$ cat src/hw/ppfc_map.vh
`ifndef PPFC_MAP_VH
`define PPFC_MAP_VH
// Register addresses
`define PPFC_ADDR_P3_MODE_LOW 8'ha4
`define PPFC_ADDR_P3_MODE_HIGH 8'ha5
`define PPFC_ADDR_PIN_FUNC 8'ha6
`define PPFC_ADDR_PWM3_CTRL 8'ha7
`define PPFC_ADDR_PWM3_DUTY_HIGH 8'h9f
// Reset values
`define PPFC_RST_P3_MODE 8'h55
`define PPFC_RST_PIN_FUNC 8'h0e
`define PPFC_RST_PWM3_CTRL 8'h08
`define PPFC_RST_PWM3_DUTY_HIGH 8'h80
`define PPFC_RST_PWM3_CKS 2'h2
`define PPFC_RST_PWM3_DUTY 10'h200
`define PPFC_RST_HSNK 1'b1
// Pin function bit positions
`define PPFC_BIT_SECOND_PWM_OE 7
`define PPFC_BIT_FIRST_PWM_OE 6
`define PPFC_BIT_HALF_SYSCLK_OE 5
`define PPFC_BIT_TIMER2_OE 4
`define PPFC_BIT_GROUP2_HSNK 3
`define PPFC_BIT_GROUP1_HSNK 2
`define PPFC_BIT_GROUP0_HSNK 1
`define PPFC_BIT_TIMER0_OE 0
// Third PWM control fields
`define PPFC_BIT_THIRD_PWM_OE 4
`define PPFC_CKS_MSB 3
`define PPFC_CKS_LSB 2
`define PPFC_DL_MSB 1
`define PPFC_DL_LSB 0
// Mode codes and timer0 divider
`define PPFC_MODE_ANALOG 2'h3
`define PPFC_T0_DIV_HALF 5'h1f
`endif

$ cat src/hw/ppfc_top.v
`timescale 1ns/1ps
`include "ppfc_map.vh"
module ppfc_top (
    input wire mclk,
    input wire nrst,
    input wire [7:0] addr,
    input wire [7:0] wdata,
    input wire wr,
    input wire rd,
    output reg [7:0] rdata,
    input wire [7:0] port1_latch,
    input wire [7:0] port3_latch,
    input wire first_pwm_wave,
    input wire second_pwm_wave,
    input wire third_pwm_wave,
    input wire timer2_overflow,
    input wire timer0_overflow,
    output reg [7:0] port1_out,
    output reg [7:0] port3_out,
    output reg [15:0] port3_mode,
    output reg [3:0] port3_analog_sel,
    output reg first_pwm_enable,
    output reg second_pwm_enable,
    output reg third_pwm_enable,
    output reg [1:0] third_pwm_clock_select,
    output reg [9:0] third_pwm_duty,
    output reg group0_high_sink_enable,
    output reg group1_high_sink_enable,
    output reg group2_high_sink_enable
);

reg [7:0] port3_mode_low;
reg [7:0] port3_mode_high;
reg [7:0] pin_function_control;
reg [7:0] third_pwm_control;
reg [7:0] third_pwm_duty_high;
reg half_sysclk_out;
reg timer2_toggle_out;
reg timer0_div64_out;
reg [4:0] t0_count;
reg [7:0] next_rdata;
reg [7:0] next_port1;
reg [7:0] next_port3;
wire [15:0] mode_all;
wire wr_mode_low;
wire wr_mode_high;
wire wr_pin_func;
wire wr_pwm3_ctrl;
wire wr_pwm3_duty_high;

assign mode_all = {port3_mode_high, port3_mode_low};

// Write decode; a strobe to any other address is dropped
assign wr_mode_low = wr && (addr == `PPFC_ADDR_P3_MODE_LOW);
assign wr_mode_high = wr && (addr == `PPFC_ADDR_P3_MODE_HIGH);
assign wr_pin_func = wr && (addr == `PPFC_ADDR_PIN_FUNC);
assign wr_pwm3_ctrl = wr && (addr == `PPFC_ADDR_PWM3_CTRL);
assign wr_pwm3_duty_high = wr && (addr == `PPFC_ADDR_PWM3_DUTY_HIGH);

// Register writes, one enable per register
always @(posedge mclk or negedge nrst) begin
    if (!nrst) begin
        port3_mode_low <= `PPFC_RST_P3_MODE;
    end else if (wr_mode_low) begin
        port3_mode_low <= wdata;
    end
end

always @(posedge mclk or negedge nrst) begin
    if (!nrst) begin
        port3_mode_high <= `PPFC_RST_P3_MODE;
    end else if (wr_mode_high) begin
        port3_mode_high <= wdata;
    end
end

always @(posedge mclk or negedge nrst) begin
    if (!nrst) begin
        pin_function_control <= `PPFC_RST_PIN_FUNC;
    end else if (wr_pin_func) begin
        pin_function_control <= wdata;
    end
end

// Bits 7..5 are reserved: held at zero so they read back zero
always @(posedge mclk or negedge nrst) begin
    if (!nrst) begin
        third_pwm_control <= `PPFC_RST_PWM3_CTRL;
    end else if (wr_pwm3_ctrl) begin
        third_pwm_control <= {3'h0, wdata[4:0]};
    end
end

always @(posedge mclk or negedge nrst) begin
    if (!nrst) begin
        third_pwm_duty_high <= `PPFC_RST_PWM3_DUTY_HIGH;
    end else if (wr_pwm3_duty_high) begin
        third_pwm_duty_high <= wdata;
    end
end

// Read mux; unmapped addresses return zero
always @* begin
    case (addr)
        `PPFC_ADDR_P3_MODE_LOW: next_rdata = port3_mode_low;
        `PPFC_ADDR_P3_MODE_HIGH: next_rdata = port3_mode_high;
        `PPFC_ADDR_PIN_FUNC: next_rdata = pin_function_control;
        `PPFC_ADDR_PWM3_CTRL: next_rdata = third_pwm_control;
        `PPFC_ADDR_PWM3_DUTY_HIGH: next_rdata = third_pwm_duty_high;
        default: next_rdata = 8'h00;
    endcase
end

// Zero outside the read cycle, so a stale value never lingers on the bus
always @(posedge mclk or negedge nrst) begin
    if (!nrst) begin
        rdata <= 8'h00;
    end else if (rd) begin
        rdata <= next_rdata;
    end else begin
        rdata <= 8'h00;
    end
end

// Derived clocks; timer overflows are same-domain one-cycle pulses
always @(posedge mclk or negedge nrst) begin
    if (!nrst) begin
        half_sysclk_out <= 1'b0;
    end else begin
        half_sysclk_out <= ~half_sysclk_out;
    end
end

always @(posedge mclk or negedge nrst) begin
    if (!nrst) begin
        timer2_toggle_out <= 1'b0;
    end else if (timer2_overflow) begin
        timer2_toggle_out <= ~timer2_toggle_out;
    end
end

// Toggle every 32 overflows gives a period of 64
always @(posedge mclk or negedge nrst) begin
    if (!nrst) begin
        timer0_div64_out <= 1'b0;
        t0_count <= 5'h00;
    end else if (timer0_overflow) begin
        if (t0_count == `PPFC_T0_DIV_HALF) begin
            t0_count <= 5'h00;
            timer0_div64_out <= ~timer0_div64_out;
        end else begin
            t0_count <= t0_count + 5'h01;
        end
    end
end

// Pin routing overrides the port latch while enabled
always @* begin
    next_port1 = port1_latch;
    next_port3 = port3_latch;
    if (pin_function_control[`PPFC_BIT_TIMER2_OE]) begin
        next_port1[0] = timer2_toggle_out;
    end
    if (pin_function_control[`PPFC_BIT_FIRST_PWM_OE]) begin
        next_port1[2] = first_pwm_wave;
    end
    if (pin_function_control[`PPFC_BIT_SECOND_PWM_OE]) begin
        next_port1[3] = second_pwm_wave;
    end
    if (pin_function_control[`PPFC_BIT_HALF_SYSCLK_OE]) begin
        next_port1[4] = half_sysclk_out;
    end
    // Third PWM enable lives in its own control register
    if (third_pwm_control[`PPFC_BIT_THIRD_PWM_OE]) begin
        next_port1[6] = third_pwm_wave;
    end
    if (pin_function_control[`PPFC_BIT_TIMER0_OE]) begin
        next_port3[4] = timer0_div64_out;
    end
end

// Registered outputs; the pin path is one cycle late by design
genvar gi;
generate
    for (gi = 0; gi < 4; gi = gi + 1) begin : g_analog
        always @(posedge mclk or negedge nrst) begin
            if (!nrst) begin
                port3_analog_sel[gi] <= 1'b0;
            end else begin
                port3_analog_sel[gi] <= (mode_all[2*gi+1:2*gi] == `PPFC_MODE_ANALOG);
            end
        end
    end
endgenerate

// Every output leaves a flip-flop, so enables and fields are copies
always @(posedge mclk or negedge nrst) begin
    if (!nrst) begin
        port1_out <= 8'h00;
    end else begin
        port1_out <= next_port1;
    end
end

always @(posedge mclk or negedge nrst) begin
    if (!nrst) begin
        port3_out <= 8'h00;
    end else begin
        port3_out <= next_port3;
    end
end

always @(posedge mclk or negedge nrst) begin
    if (!nrst) begin
        port3_mode <= {`PPFC_RST_P3_MODE, `PPFC_RST_P3_MODE};
    end else begin
        port3_mode <= mode_all;
    end
end

always @(posedge mclk or negedge nrst) begin
    if (!nrst) begin
        first_pwm_enable <= 1'b0;
    end else begin
        first_pwm_enable <= pin_function_control[`PPFC_BIT_FIRST_PWM_OE];
    end
end

always @(posedge mclk or negedge nrst) begin
    if (!nrst) begin
        second_pwm_enable <= 1'b0;
    end else begin
        second_pwm_enable <= pin_function_control[`PPFC_BIT_SECOND_PWM_OE];
    end
end

always @(posedge mclk or negedge nrst) begin
    if (!nrst) begin
        third_pwm_enable <= 1'b0;
    end else begin
        third_pwm_enable <= third_pwm_control[`PPFC_BIT_THIRD_PWM_OE];
    end
end

always @(posedge mclk or negedge nrst) begin
    if (!nrst) begin
        third_pwm_clock_select <= `PPFC_RST_PWM3_CKS;
    end else begin
        third_pwm_clock_select <= third_pwm_control[`PPFC_CKS_MSB:`PPFC_CKS_LSB];
    end
end

always @(posedge mclk or negedge nrst) begin
    if (!nrst) begin
        third_pwm_duty <= `PPFC_RST_PWM3_DUTY;
    end else begin
        third_pwm_duty <= {third_pwm_duty_high,
            third_pwm_control[`PPFC_DL_MSB:`PPFC_DL_LSB]};
    end
end

// High-sink groups come out of reset enabled
always @(posedge mclk or negedge nrst) begin
    if (!nrst) begin
        group0_high_sink_enable <= `PPFC_RST_HSNK;
    end else begin
        group0_high_sink_enable <= pin_function_control[`PPFC_BIT_GROUP0_HSNK];
    end
end

always @(posedge mclk or negedge nrst) begin
    if (!nrst) begin
        group1_high_sink_enable <= `PPFC_RST_HSNK;
    end else begin
        group1_high_sink_enable <= pin_function_control[`PPFC_BIT_GROUP1_HSNK];
    end
end

always @(posedge mclk or negedge nrst) begin
    if (!nrst) begin
        group2_high_sink_enable <= `PPFC_RST_HSNK;
    end else begin
        group2_high_sink_enable <= pin_function_control[`PPFC_BIT_GROUP2_HSNK];
    end
end

endmodule // ppfc_top

$ cat config.mk
export PLATFORM = sky130hd
export DESIGN_NAME = ppfc_top
export DESIGN_NICKNAME = d
export VERILOG_FILES = /design/src/hw/ppfc_top.v
export VERILOG_INCLUDE_DIRS = /design/src /design/src/hw
export SDC_FILE = /design/constraint.sdc
export NUM_CORES = 1
export LEC_CHECK = 0
export BUFFER_PORTS_ARGS = -buffer_cell sky130_fd_sc_hd__buf_2
export CORE_MARGIN = 2
export CORE_UTILIZATION = 41
export DETAILED_ROUTE_END_ITERATION = 8
export GPL_TIMING_DRIVEN = 0
export SLEW_MARGIN = 5
export SYNTH_ARGS = -nofsm -noshare
export SYNTH_HDL_FRONTEND = slang
export SYNTH_SLANG_ARGS = --single-unit
$ cat constraint.sdc
create_clock -name mclk -period 1.7 [get_ports mclk]
set_input_delay 0.085 -clock mclk [delete_from_list [all_inputs] [get_ports mclk]]
set_output_delay 0.085 -clock mclk [all_outputs]
set_load 0.01 [all_outputs]
# [Word level (Yosys, flattened, before mapping)]
# Index checks and enable logic that the tools add are counted.
[op_classes] bitwise=3 addsub=1 reduce_logical=6 eq_ne=10 n_mux=9
[ops] op="$eq 8x8->1 const B" count=5
[ops] op="$pmux 8 s5" count=1
[ops] op="$eq 2x2->1 const B" count=4
[ops] op="$mux 8" count=1
[ops] op="$mux 1" count=6
[ops] op="$add 5x1->5 const B" count=1
[ops] op="$eq 5x5->1 const B" count=1
[ops] op="$logic_and 1x1->1" count=5
[ops] op="$mux 5" count=1
[ops] op="$not 1->1" count=3
[ops] op="$reduce_and 2->1" count=1
[word_totals] ff_bits=107 out_inout_bits=62 input_bits=41 wordCells=54

# [Longest topological paths before layout]
# Gate-level depths: netlist of the first run.
[depth] depth_word=3 depth_mapped=6 ltp_nobuf=6

# [Worst setup path before layout of the first run]
# Ideal clock, no wire load.
[synth_timing] path_type="flip-flop to flip-flop" from="register t0_count[0]" to="register t0_count[4]" period_less_slack_ps=1397 n_path_buf=0 arrival_time_ps=1272 setup_time_ps=125 t_required_ps=1575 slack_ps=303 stages_incl_launch_ff=5 path_cell_list="dfrtp_1 > ha_1 > and3_1 > ha_1 > mux2_2"
[synth_between] elab_chain_len=2 word_cells_on_any_way=3 classes_between="1 x add/sub; 1 x eq/ne; 1 x mux"
[synth_rtl] element="start, declared" line_no="ppfc_top.v:40" source="reg [4:0] t0_count;"
[synth_rtl] element="start signal, assigned" line_no="ppfc_top.v:152" source="t0_count <= t0_count + 5'h01;"
[synth_rtl] element="$add 5x1->5 / $eq 5x5->1 (equally long branches)"
[synth_rtl] element="$mux 5 (*)" line_no="ppfc_top.v:148" source="if (t0_count == `PPFC_T0_DIV_HALF) begin"
# Mark *: on every way between the ends. The rest lies on a longest branch, timed or not.
# A chain may end at the register's enable or synchronous reset.

# [Worst setup path in the final report of the first run]
[layout_timing] from="register t0_count[0]" to="register t0_count[2]"
# The elaborated chain is that of the path after synthesis.

==> results of run 1 <==
metal layers:
layer	global-route usage, %	vias to the layer above
met4	6.86	0
met1	21.7	1220
li1	-	1125
met5	0	-
met3	3.11	10
met2	25.6	52
area by class of cell:
cell class / instances / share of cell area (%)
inverter: 2 / 0.151
tap: 111 / 2.79
multi-input combinational: 125 / 22.3
sequential: 107 / 54.4
buffer: 7 / 0.879
timing repair buffer: 126 / 15.7
clock buffer: 10 / 2.56
clock inverter: 6 / 1.31
registers in the layout, summed over array words and instances (netlist names), 4 cells and up:
name,cells
third_pwm_control,5
port3_out,8
port3_mode_high,8
port3_mode,16
t0_count,5
third_pwm_duty_high,8
port3_mode_low,8
port3_analog_sel,4
port1_out,8
pin_function_control,8
third_pwm_duty,10
rdata,8
report_power, final:
part           internal [µW]  switching [µW]  leakage (µW)
logic                    265             237       0.00109
clock network            685             848     0.0000966
registers               2740             108       0.00133
path summary, 6_finish.rpt:
path,from,to,slack [ps],cells after the start
min in group asynchronous,nrst,port3_mode[7],240,2
worst min register to register,port3_mode_high[0],port3_mode[8],370,0
max in group asynchronous,nrst,port3_mode[0],720,3
worst max register to register,t0_count[0],t0_count[2],240,5
worst min-delay path,wdata[4],third_pwm_duty_high[4],20,2
worst max-delay path,t0_count[0],t0_count[2],240,5
cells in the final DEF (no fill, tap or decap), types with 5 or more instances in the layout:
cell / synthesis / layout
o21ai_0: 7 / 7
nand3_1: 5 / 5
dfstp_2: 26 / 26
a22o_2: 5 / 5
mux2i_1: 9 / 9
dfrtp_1: 81 / 81
dlygate4sd3_1: 0 / 25
nor2_1: 6 / 6
and2_1: 8 / 8
clkbuf_8: 0 / 9
a21boi_0: 5 / 5
mux2_2: 44 / 44
buf_2: 2 / 101
nand2_1: 5 / 5
through the flow:
step | setup slack [ps] | area, µm² | power, µW | std cells | utilization, %
final | 241 | 4980 | 4890 | 494 | 54.2
after global routing | 136 | 4980 | 5110 | 494 | 54.2
after CTS | 222 | 4980 | 4960 | 494 | 54.2
after detailed placement | -89.0 | 4540 | 3370 | 453 | 49.4
after global placement | -584 | 4510 | 3340 | 452 | 49.1
after floorplan | 303 | 3870 | 3130 | 241 | -
logic make-up (layout without fill, tap and decap cells):
| group | Yosys count | count (layout) | share of synthesized area, % |
|---|---|---|---|
| XOR/XNOR | 2 | 2 | 0.452 |
| AND/OR/NAND/NOR | 42 | 42 | 7.37 |
| buffers and inverters | 9 | 151 | 1.32 |
| flip-flops | 107 | 107 | 70.0 |
| adder cells (fa/ha/maj) | 2 | 2 | 0.646 |
| AO/OA/AOI/OAI | 25 | 25 | 4.72 |
| multiplexers | 54 | 54 | 15.5 |
worst max-delay path: cells and delay by family (launching register included):
family	cells	cell delay [ps]
AO/OA/AOI/OAI	1	170
AND/OR/NAND/NOR	2	350
adder cells (fa/ha/maj)	2	440
flip-flops	1	420
==> impl_metrics.ini, run 1 <==
[run_status]
status = finished, final reports clean

[global_routing]
grt_pass1_vias = 2423
grt_pass1_wl_mm = 12.3
grt_use_total_pct = 16.1
globalRouteOverflowTotal = 0
antenna_found_initial = 0
grt_max_degree = 69

[placement]
numPortBuffers = 100
gp_congestion = 0.774
hpwl_mm = 5.05

[clocking]
path_clk_slew_ps = 100
post_cts_buffers = 0
cts.sinks = 107
cts_hold_buf = 25
cts-resized-gates = 0
cts_buffers = 9
cts_tree = built
cts_root_buf = clkbuf_8
clk_latency_ps = 360
cts_max_level = 3
cts.path.max_buffers = 2

[pwr]
p_leak_uw = 0.00252
ir_worst_vdd_v = 0.000500
p_per_area_mw_per_mm2 = 980

[detailed_routing]
routed_wl_mm = 7.72
viasPerCell = 4.87
top_layer = met4
drtIter0Drc = 57
met1_length_mm = 3.53
vias = 2407
first_pass_iters = 4
wl_per_cell_um = 15.6
dr_wl_met2_mm = 3.79
drc = 0
wl_met3_um = 273
ant_nets = 0

[setup_path]
max_stage_delay_ps = 420
crit_path_end_kind = flip-flop
critPathLaunchType = flip-flop
path_common_cell = ha_1
worstPathMaxFanout = 4
cp.required_ps = 1990
slowest_stage = dfrtp_1
path_cells = ha_1 > and3_1 > ha_1 > nand2b_1 > o21ai_0
criticalPathCategory = flip-flop to flip-flop
crit_arrival_ps = 1750

[logic_synthesis]
yosys.area.top_type = dfrtp_1
ys_seq_elements = 107
yosysUniqueCellTypes = 37
synth_edf_count = 0
ys_top_cells_by_area = dfrtp_1 52%, dfstp_2 18%, mux2_2 13%
avgSynthCellArea_um2 = 16.1
synth_nets = 284
post-synth-top-count-cell = dfrtp_1
syn_area_mm2 = 0.00387
async_flop_share_pct = 100
synthTopCellsByCount = 81 x dfrtp_1, 44 x mux2_2, 26 x dfstp_2
synthCells = 241
ys_seq_area_share_pct = 70.0
yosysWarningCount = 0
synth_flop_cell = dfrtp_1
netlist.area_leader.share_pct = 52.3

[final_layout]
multi_input_area_mm2 = 0.00111
drive_gt1_share_pct = 53.5
nets = 421
areaGrowthSynthToFinish_pct = 28.7
diodes = 0
register_area_mm2 = 0.00271
fill_cells = 799

[timing]
fin_setup_tns_ps = 0
fin_crit_sh_pct = 85.8
relSlewSlack_pct = 60.3
slew_violations = 0
fin_crit_ps = 1460
tightestPinTransition_ps = 595
fmax_mhz = 685
setup_viol = 0
finClkSkew_ps = 13.3
rsz0062_at_grt = false
hold_violations = 0
whs_ps = 18.0

[floorplan]
initial_core_util_pct = 42.1
core_area_mm2 = 0.00920
row_count = 35
die_height_um = 101
io_pins = 103
die_w_um = 101
dieArea_mm2 = 0.0102

[hold_path]
hold_path_class = input pin to flip-flop

[flow_run]
maxCapViolations = 0
Note: power is estimated with default switching activity, not from simulation.
==> run 2, diff against run 1 <==
Settings changed: RECOVER_POWER set to 50.
==> run 2 against run 1 <==
Total power shrank 0.40%. Die area is the same. Combinational power shrank 3%. Sequential cell count is the same. Setup slack is essentially flat. Clock skew grew 0.54 ps. Via count grew 0.29%. Global-route usage is the same. Routed wire length grew 0.16%. Sequential share of layout area grew 0.66 points. Sequential power is essentially flat. Cell area shrank 1.2%.
==> impl_metrics.ini, run 2 (synthesized netlist as in run 1, its figures left out) <==
[timing]
fin_setup_tns_ps = 0
fin_crit_ps = 1460
whs_ps = 17.4
finClkSkew_ps = 13.8
tightestPinTransition_ps = 1020
setup_viol = 0
slew_violations = 0
relSlewSlack_pct = 32.3
hold_violations = 0
rsz0062_at_grt = false
fmax_mhz = 685
fin_crit_sh_pct = 85.8

[final_layout]
register_area_mm2 = 0.00271
multi_input_area_mm2 = 0.00111
utilization_pct = 53.6
areaGrowthSynthToFinish_pct = 27.2
largest_register_ffs = 16
final_cell_area_mm2 = 0.00492
drive_gt1_share_pct = 38.1
layout_commonest_cell = dfrtp_1
fill_cells = 820
diodes = 0
nets = 421
top_regs = port3_mode x16, third_pwm_duty x10
regMostFlops = port3_mode
mostFrequentLayoutCells = 81 x dfrtp_1, 55 x buf_2, 49 x clkbuf_1, 44 x mux2_2, 25 x dlygate4sd3_1

[detailed_routing]
ant_nets = 0
first_pass_iters = 4
wl_per_cell_um = 15.7
routed_wl_mm = 7.74
drc = 0
vias = 2414
viasPerCell = 4.89
drtIter0Drc = 65

[clocking]
post_cts_buffers = 0
cts_hold_buf = 25
cts_buffers = 9
cts-resized-gates = 0
cts.path.max_buffers = 2
cts_tree = built
cts_root_buf = clkbuf_8
clk_latency_ps = 360
path_clk_slew_ps = 100
cts_max_level = 3
cts.sinks = 107

[flow_run]
maxCapViolations = 0

[floorplan]
initial_core_util_pct = 42.1
io_pins = 103
row_count = 35
dieArea_mm2 = 0.0102
core_area_mm2 = 0.00920
die_height_um = 101
die_w_um = 101

[setup_path]
r2r_start = t0_count[0]
crit_start = t0_count[0]
r2r_cells = 5
worstPathMaxFanout = 4
endpoint = t0_count[2]
r2r-end = t0_count[2]
critPathLaunchType = flip-flop
crit_path_end_kind = flip-flop
crit_arrival_ps = 1750
rrSetupSlack_ps = 240
criticalPathCategory = flip-flop to flip-flop
cp.required_ps = 1990

[global_routing]
grt_max_degree = 69
grt_pass1_wl_mm = 12.3
grt_use_total_pct = 16.1
grt_pass1_vias = 2423
globalRouteOverflowTotal = 0
antenna_found_initial = 0

[pwr]
p_leak_uw = 0.00235
finalPower_uw = 4870
ir_worst_vdd_v = 0.000500
p_per_area_mw_per_mm2 = 988

[hold_path]
hold_path_class = input pin to flip-flop

[placement]
hpwl_mm = 5.05
dpl_cell_area_mm2 = 0.00454
gp_congestion = 0.774
numPortBuffers = 100

[run_status]
status = finished, final reports clean
## run 2: cell count changes in the layout (fill, tap and decap cells not counted), sizes merged
cell | previous run | this run
buf | 106 | 59
clkbuf | 12 | 59
## run 2: power breakdown
group / internal (µW) / leakage [µW] / switching [µW]
clock network: 685 / 0.0000966 / 846
logic: 252 / 0.000917 / 237
registers: 2740 / 0.00134 / 109
## run 2: critical path: stages (launching register included)
cell	delay [ps]
dfrtp_1	420
ha_1	230
and3_1	180
ha_1	210
nand2b_1	170
o21ai_0	170
## run 2: worst min-delay path by stage
stage                        start                      to  slack, ps  depth (start not counted)
finish                    wdata[2]  third_pwm_duty_high[2]         20                          2
floorplan                     nrst        first_pwm_enable       -210                          0
global route              wdata[2]  third_pwm_duty_high[2]         20                          2
CTS                       wdata[2]  third_pwm_duty_high[2]        0.4                          2
detailed placement            nrst           port3_mode[7]        100                          1
global placement    port1_latch[1]            port1_out[1]        190                          1
## run 2: area by class of cell
cell class              instances  area share, %
flip-flops and latches        107           55.0
multi-input cells             125           22.6
well taps                     111           2.82
inverters                       2          0.152
clock inverters                 6           1.32
plain buffers                   7          0.889
clock buffers                  10           2.59
repair buffers                126           14.6
## run 2: per-layer routing
metal  global-route usage [%]  wire, µm  vias up
li1                         -         -     1122
met1                     21.7      3490     1224
met2                     25.6      3800       58
met3                     3.11       316       10
met4                     6.86       129        0
met5                        0         0        -
## run 2: through the flow
step | cells | setup slack [ps]
after floorplan | 241 | 303
after global routing | 494 | 136
after detailed placement | 453 | -89.0
after CTS | 494 | 222
final | 494 | 241
after global placement | 452 | -584
==> run 3, diff against run 2 <==
Settings changed: CORE_ASPECT_RATIO set to 0.8.
==> run 3 against run 2 <==
Die area barely moved. Utilization grew 1.6 points. Combinational power decreased by 1%. Clock skew down 9.6 ps. Clock power grew 45%. Critical path type unchanged. Critical endpoint unchanged. Highest routed layer unchanged.
==> impl_metrics.ini, run 3 (synthesized netlist as in run 1, its figures left out) <==
[timing]
fin_crit_ps = 1480
finClkSkew_ps = 4.24
fmax_mhz = 675
slew_violations = 0
whs_ps = 26.0
hold_violations = 0
fin_crit_sh_pct = 87.1
rsz0062_at_grt = false
setup_viol = 0
tightestPinTransition_ps = 694
relSlewSlack_pct = 53.7

[setup_path]
r2r_start = t0_count[0]
critPathLaunchType = flip-flop
rrSetupSlack_ps = 220
crit_path_end_kind = flip-flop
crit_arrival_ps = 1730
cp.required_ps = 1950
criticalPathCategory = flip-flop to flip-flop
r2r-end = t0_count[2]
r2r_cells = 5
worstPathMaxFanout = 4

[detailed_routing]
vias = 2357
viasPerCell = 4.77
wl_per_cell_um = 16.1
drtIter0Drc = 75
routed_wl_mm = 7.94
ant_nets = 0
first_pass_iters = 4
drc = 0

[clocking]
cts_root_buf = clkbuf_16
cts_tree = built
cts_buffers = 9
cts.sinks = 107
post_cts_buffers = 0
cts-resized-gates = 0
cts.path.max_buffers = 2
cts_max_level = 3
path_clk_slew_ps = 70
clk_latency_ps = 340

[final_layout]
register_area_mm2 = 0.00271
largest_register_ffs = 16
multi_input_area_mm2 = 0.00111
final_cell_area_mm2 = 0.00503
regMostFlops = port3_mode
mostFrequentLayoutCells = 81 x dfrtp_1, 57 x buf_2, 49 x clkbuf_1, 44 x mux2_2, 21 x dlygate4sd3_1
layout_commonest_cell = dfrtp_1
fill_cells = 783
drive_gt1_share_pct = 38.5
nets = 417
areaGrowthSynthToFinish_pct = 29.8
diodes = 0
top_regs = port3_mode x16, third_pwm_duty x10

[floorplan]
die_w_um = 113
dieArea_mm2 = 0.0102
initial_core_util_pct = 42.5
core_area_mm2 = 0.00911
die_height_um = 90.9
row_count = 31
io_pins = 103

[hold_path]
hold_path_class = input pin to flip-flop
min_to = third_pwm_duty_high[6]
min-delay-start = wdata[6]
hold_depth = 2

[placement]
gp_congestion = 0.702
numPortBuffers = 100
dpl_cell_area_mm2 = 0.00455
hpwl_mm = 5.10

[pwr]
p_leak_uw = 0.00240
ir_worst_vdd_v = 0.000652
finalPower_uw = 5550
p_per_area_mw_per_mm2 = 1100

[global_routing]
globalRouteOverflowTotal = 0
antenna_found_initial = 0
grt_pass1_wl_mm = 12.6
grt_pass1_vias = 2429
grt_max_degree = 56
grt_use_total_pct = 16.2

[run_status]
status = finished, final reports clean

[flow_run]
maxCapViolations = 0
==> run 3: cell count changes in the layout (fill, tap and decap cells not counted), moves of 2 or more <==
cell	change
clkinv_2	-2
and2_1	-2
buf_2	+2
and2_0	+2
clkbuf_8	-7
dlygate4sd3_1	-4
clkbuf_16	+9
==> run 3: cell type report <==
type                    count  share of cell area, %
flip-flops and latches    107                   53.9
multi-input cells         125                   22.1
repair buffers            122                   13.6
clock buffers              14                   5.25
well taps                 115                   2.86
clock inverters             2                   1.19
plain buffers               7                  0.871
inverters                   2                  0.149
==> run 3: repair_timing <==
action | 4_1_cts | 5_1_grt
hold buffers | 21 | 0
endpoints found under the hold margin | 59 | 0
endpoints found under the setup margin | 0 | 0
==> run 3: where the power goes <==
part,leakage (µW),internal [µW],switching [µW],total (µW)
sequential,0.00134,2740,108,2850
combinational,0.000908,247,237,484
clock,0.000157,1370,845,2220
==> run 3: stage by stage <==
step | setup slack (ps) | TNS [ps] | utilization (%) | std cells
after floorplan | 303 | 0 | - | 241
after global placement | -592 | -49430 | 49.6 | 456
after detailed placement | -105 | -707 | 49.9 | 457
after CTS | 224 | 0 | 55.7 | 494
after global routing | 167 | 0 | 55.1 | 494
final | 219 | 0 | 55.1 | 494
==> run 3: routing by layer <==
| layer | routed length, µm | vias up | GRT usage, % |
|---|---|---|---|
| met2 | 3520 | 74 | 23.6 |
| met5 | 0 | - | 0 |
| met4 | 127 | 0 | 5.79 |
| met1 | 3770 | 1163 | 22.5 |
| met3 | 531 | 12 | 5.64 |
| li1 | - | 1108 | - |
==> run 3: how the worst max path moves through the flow <==
stage          cells past startpoint                      end         from
2_1_floorplan                      4              t0_count[4]  t0_count[0]
3_3_place_gp                       1      port3_analog_sel[3]         nrst
3_5_place_dp                       5  pin_function_control[6]      addr[3]
4_1_cts                            5              t0_count[2]  t0_count[0]
5_1_grt                            5              t0_count[2]  t0_count[0]
6_report                           5              t0_count[2]  t0_count[0]
==> run 3: critical path, cell delays in order (launching register included) <==
cell and delay, ps:
dfrtp_1 400, ha_1 240, and3_1 190, ha_1 220
nand2b_1 170, o21ai_0 180
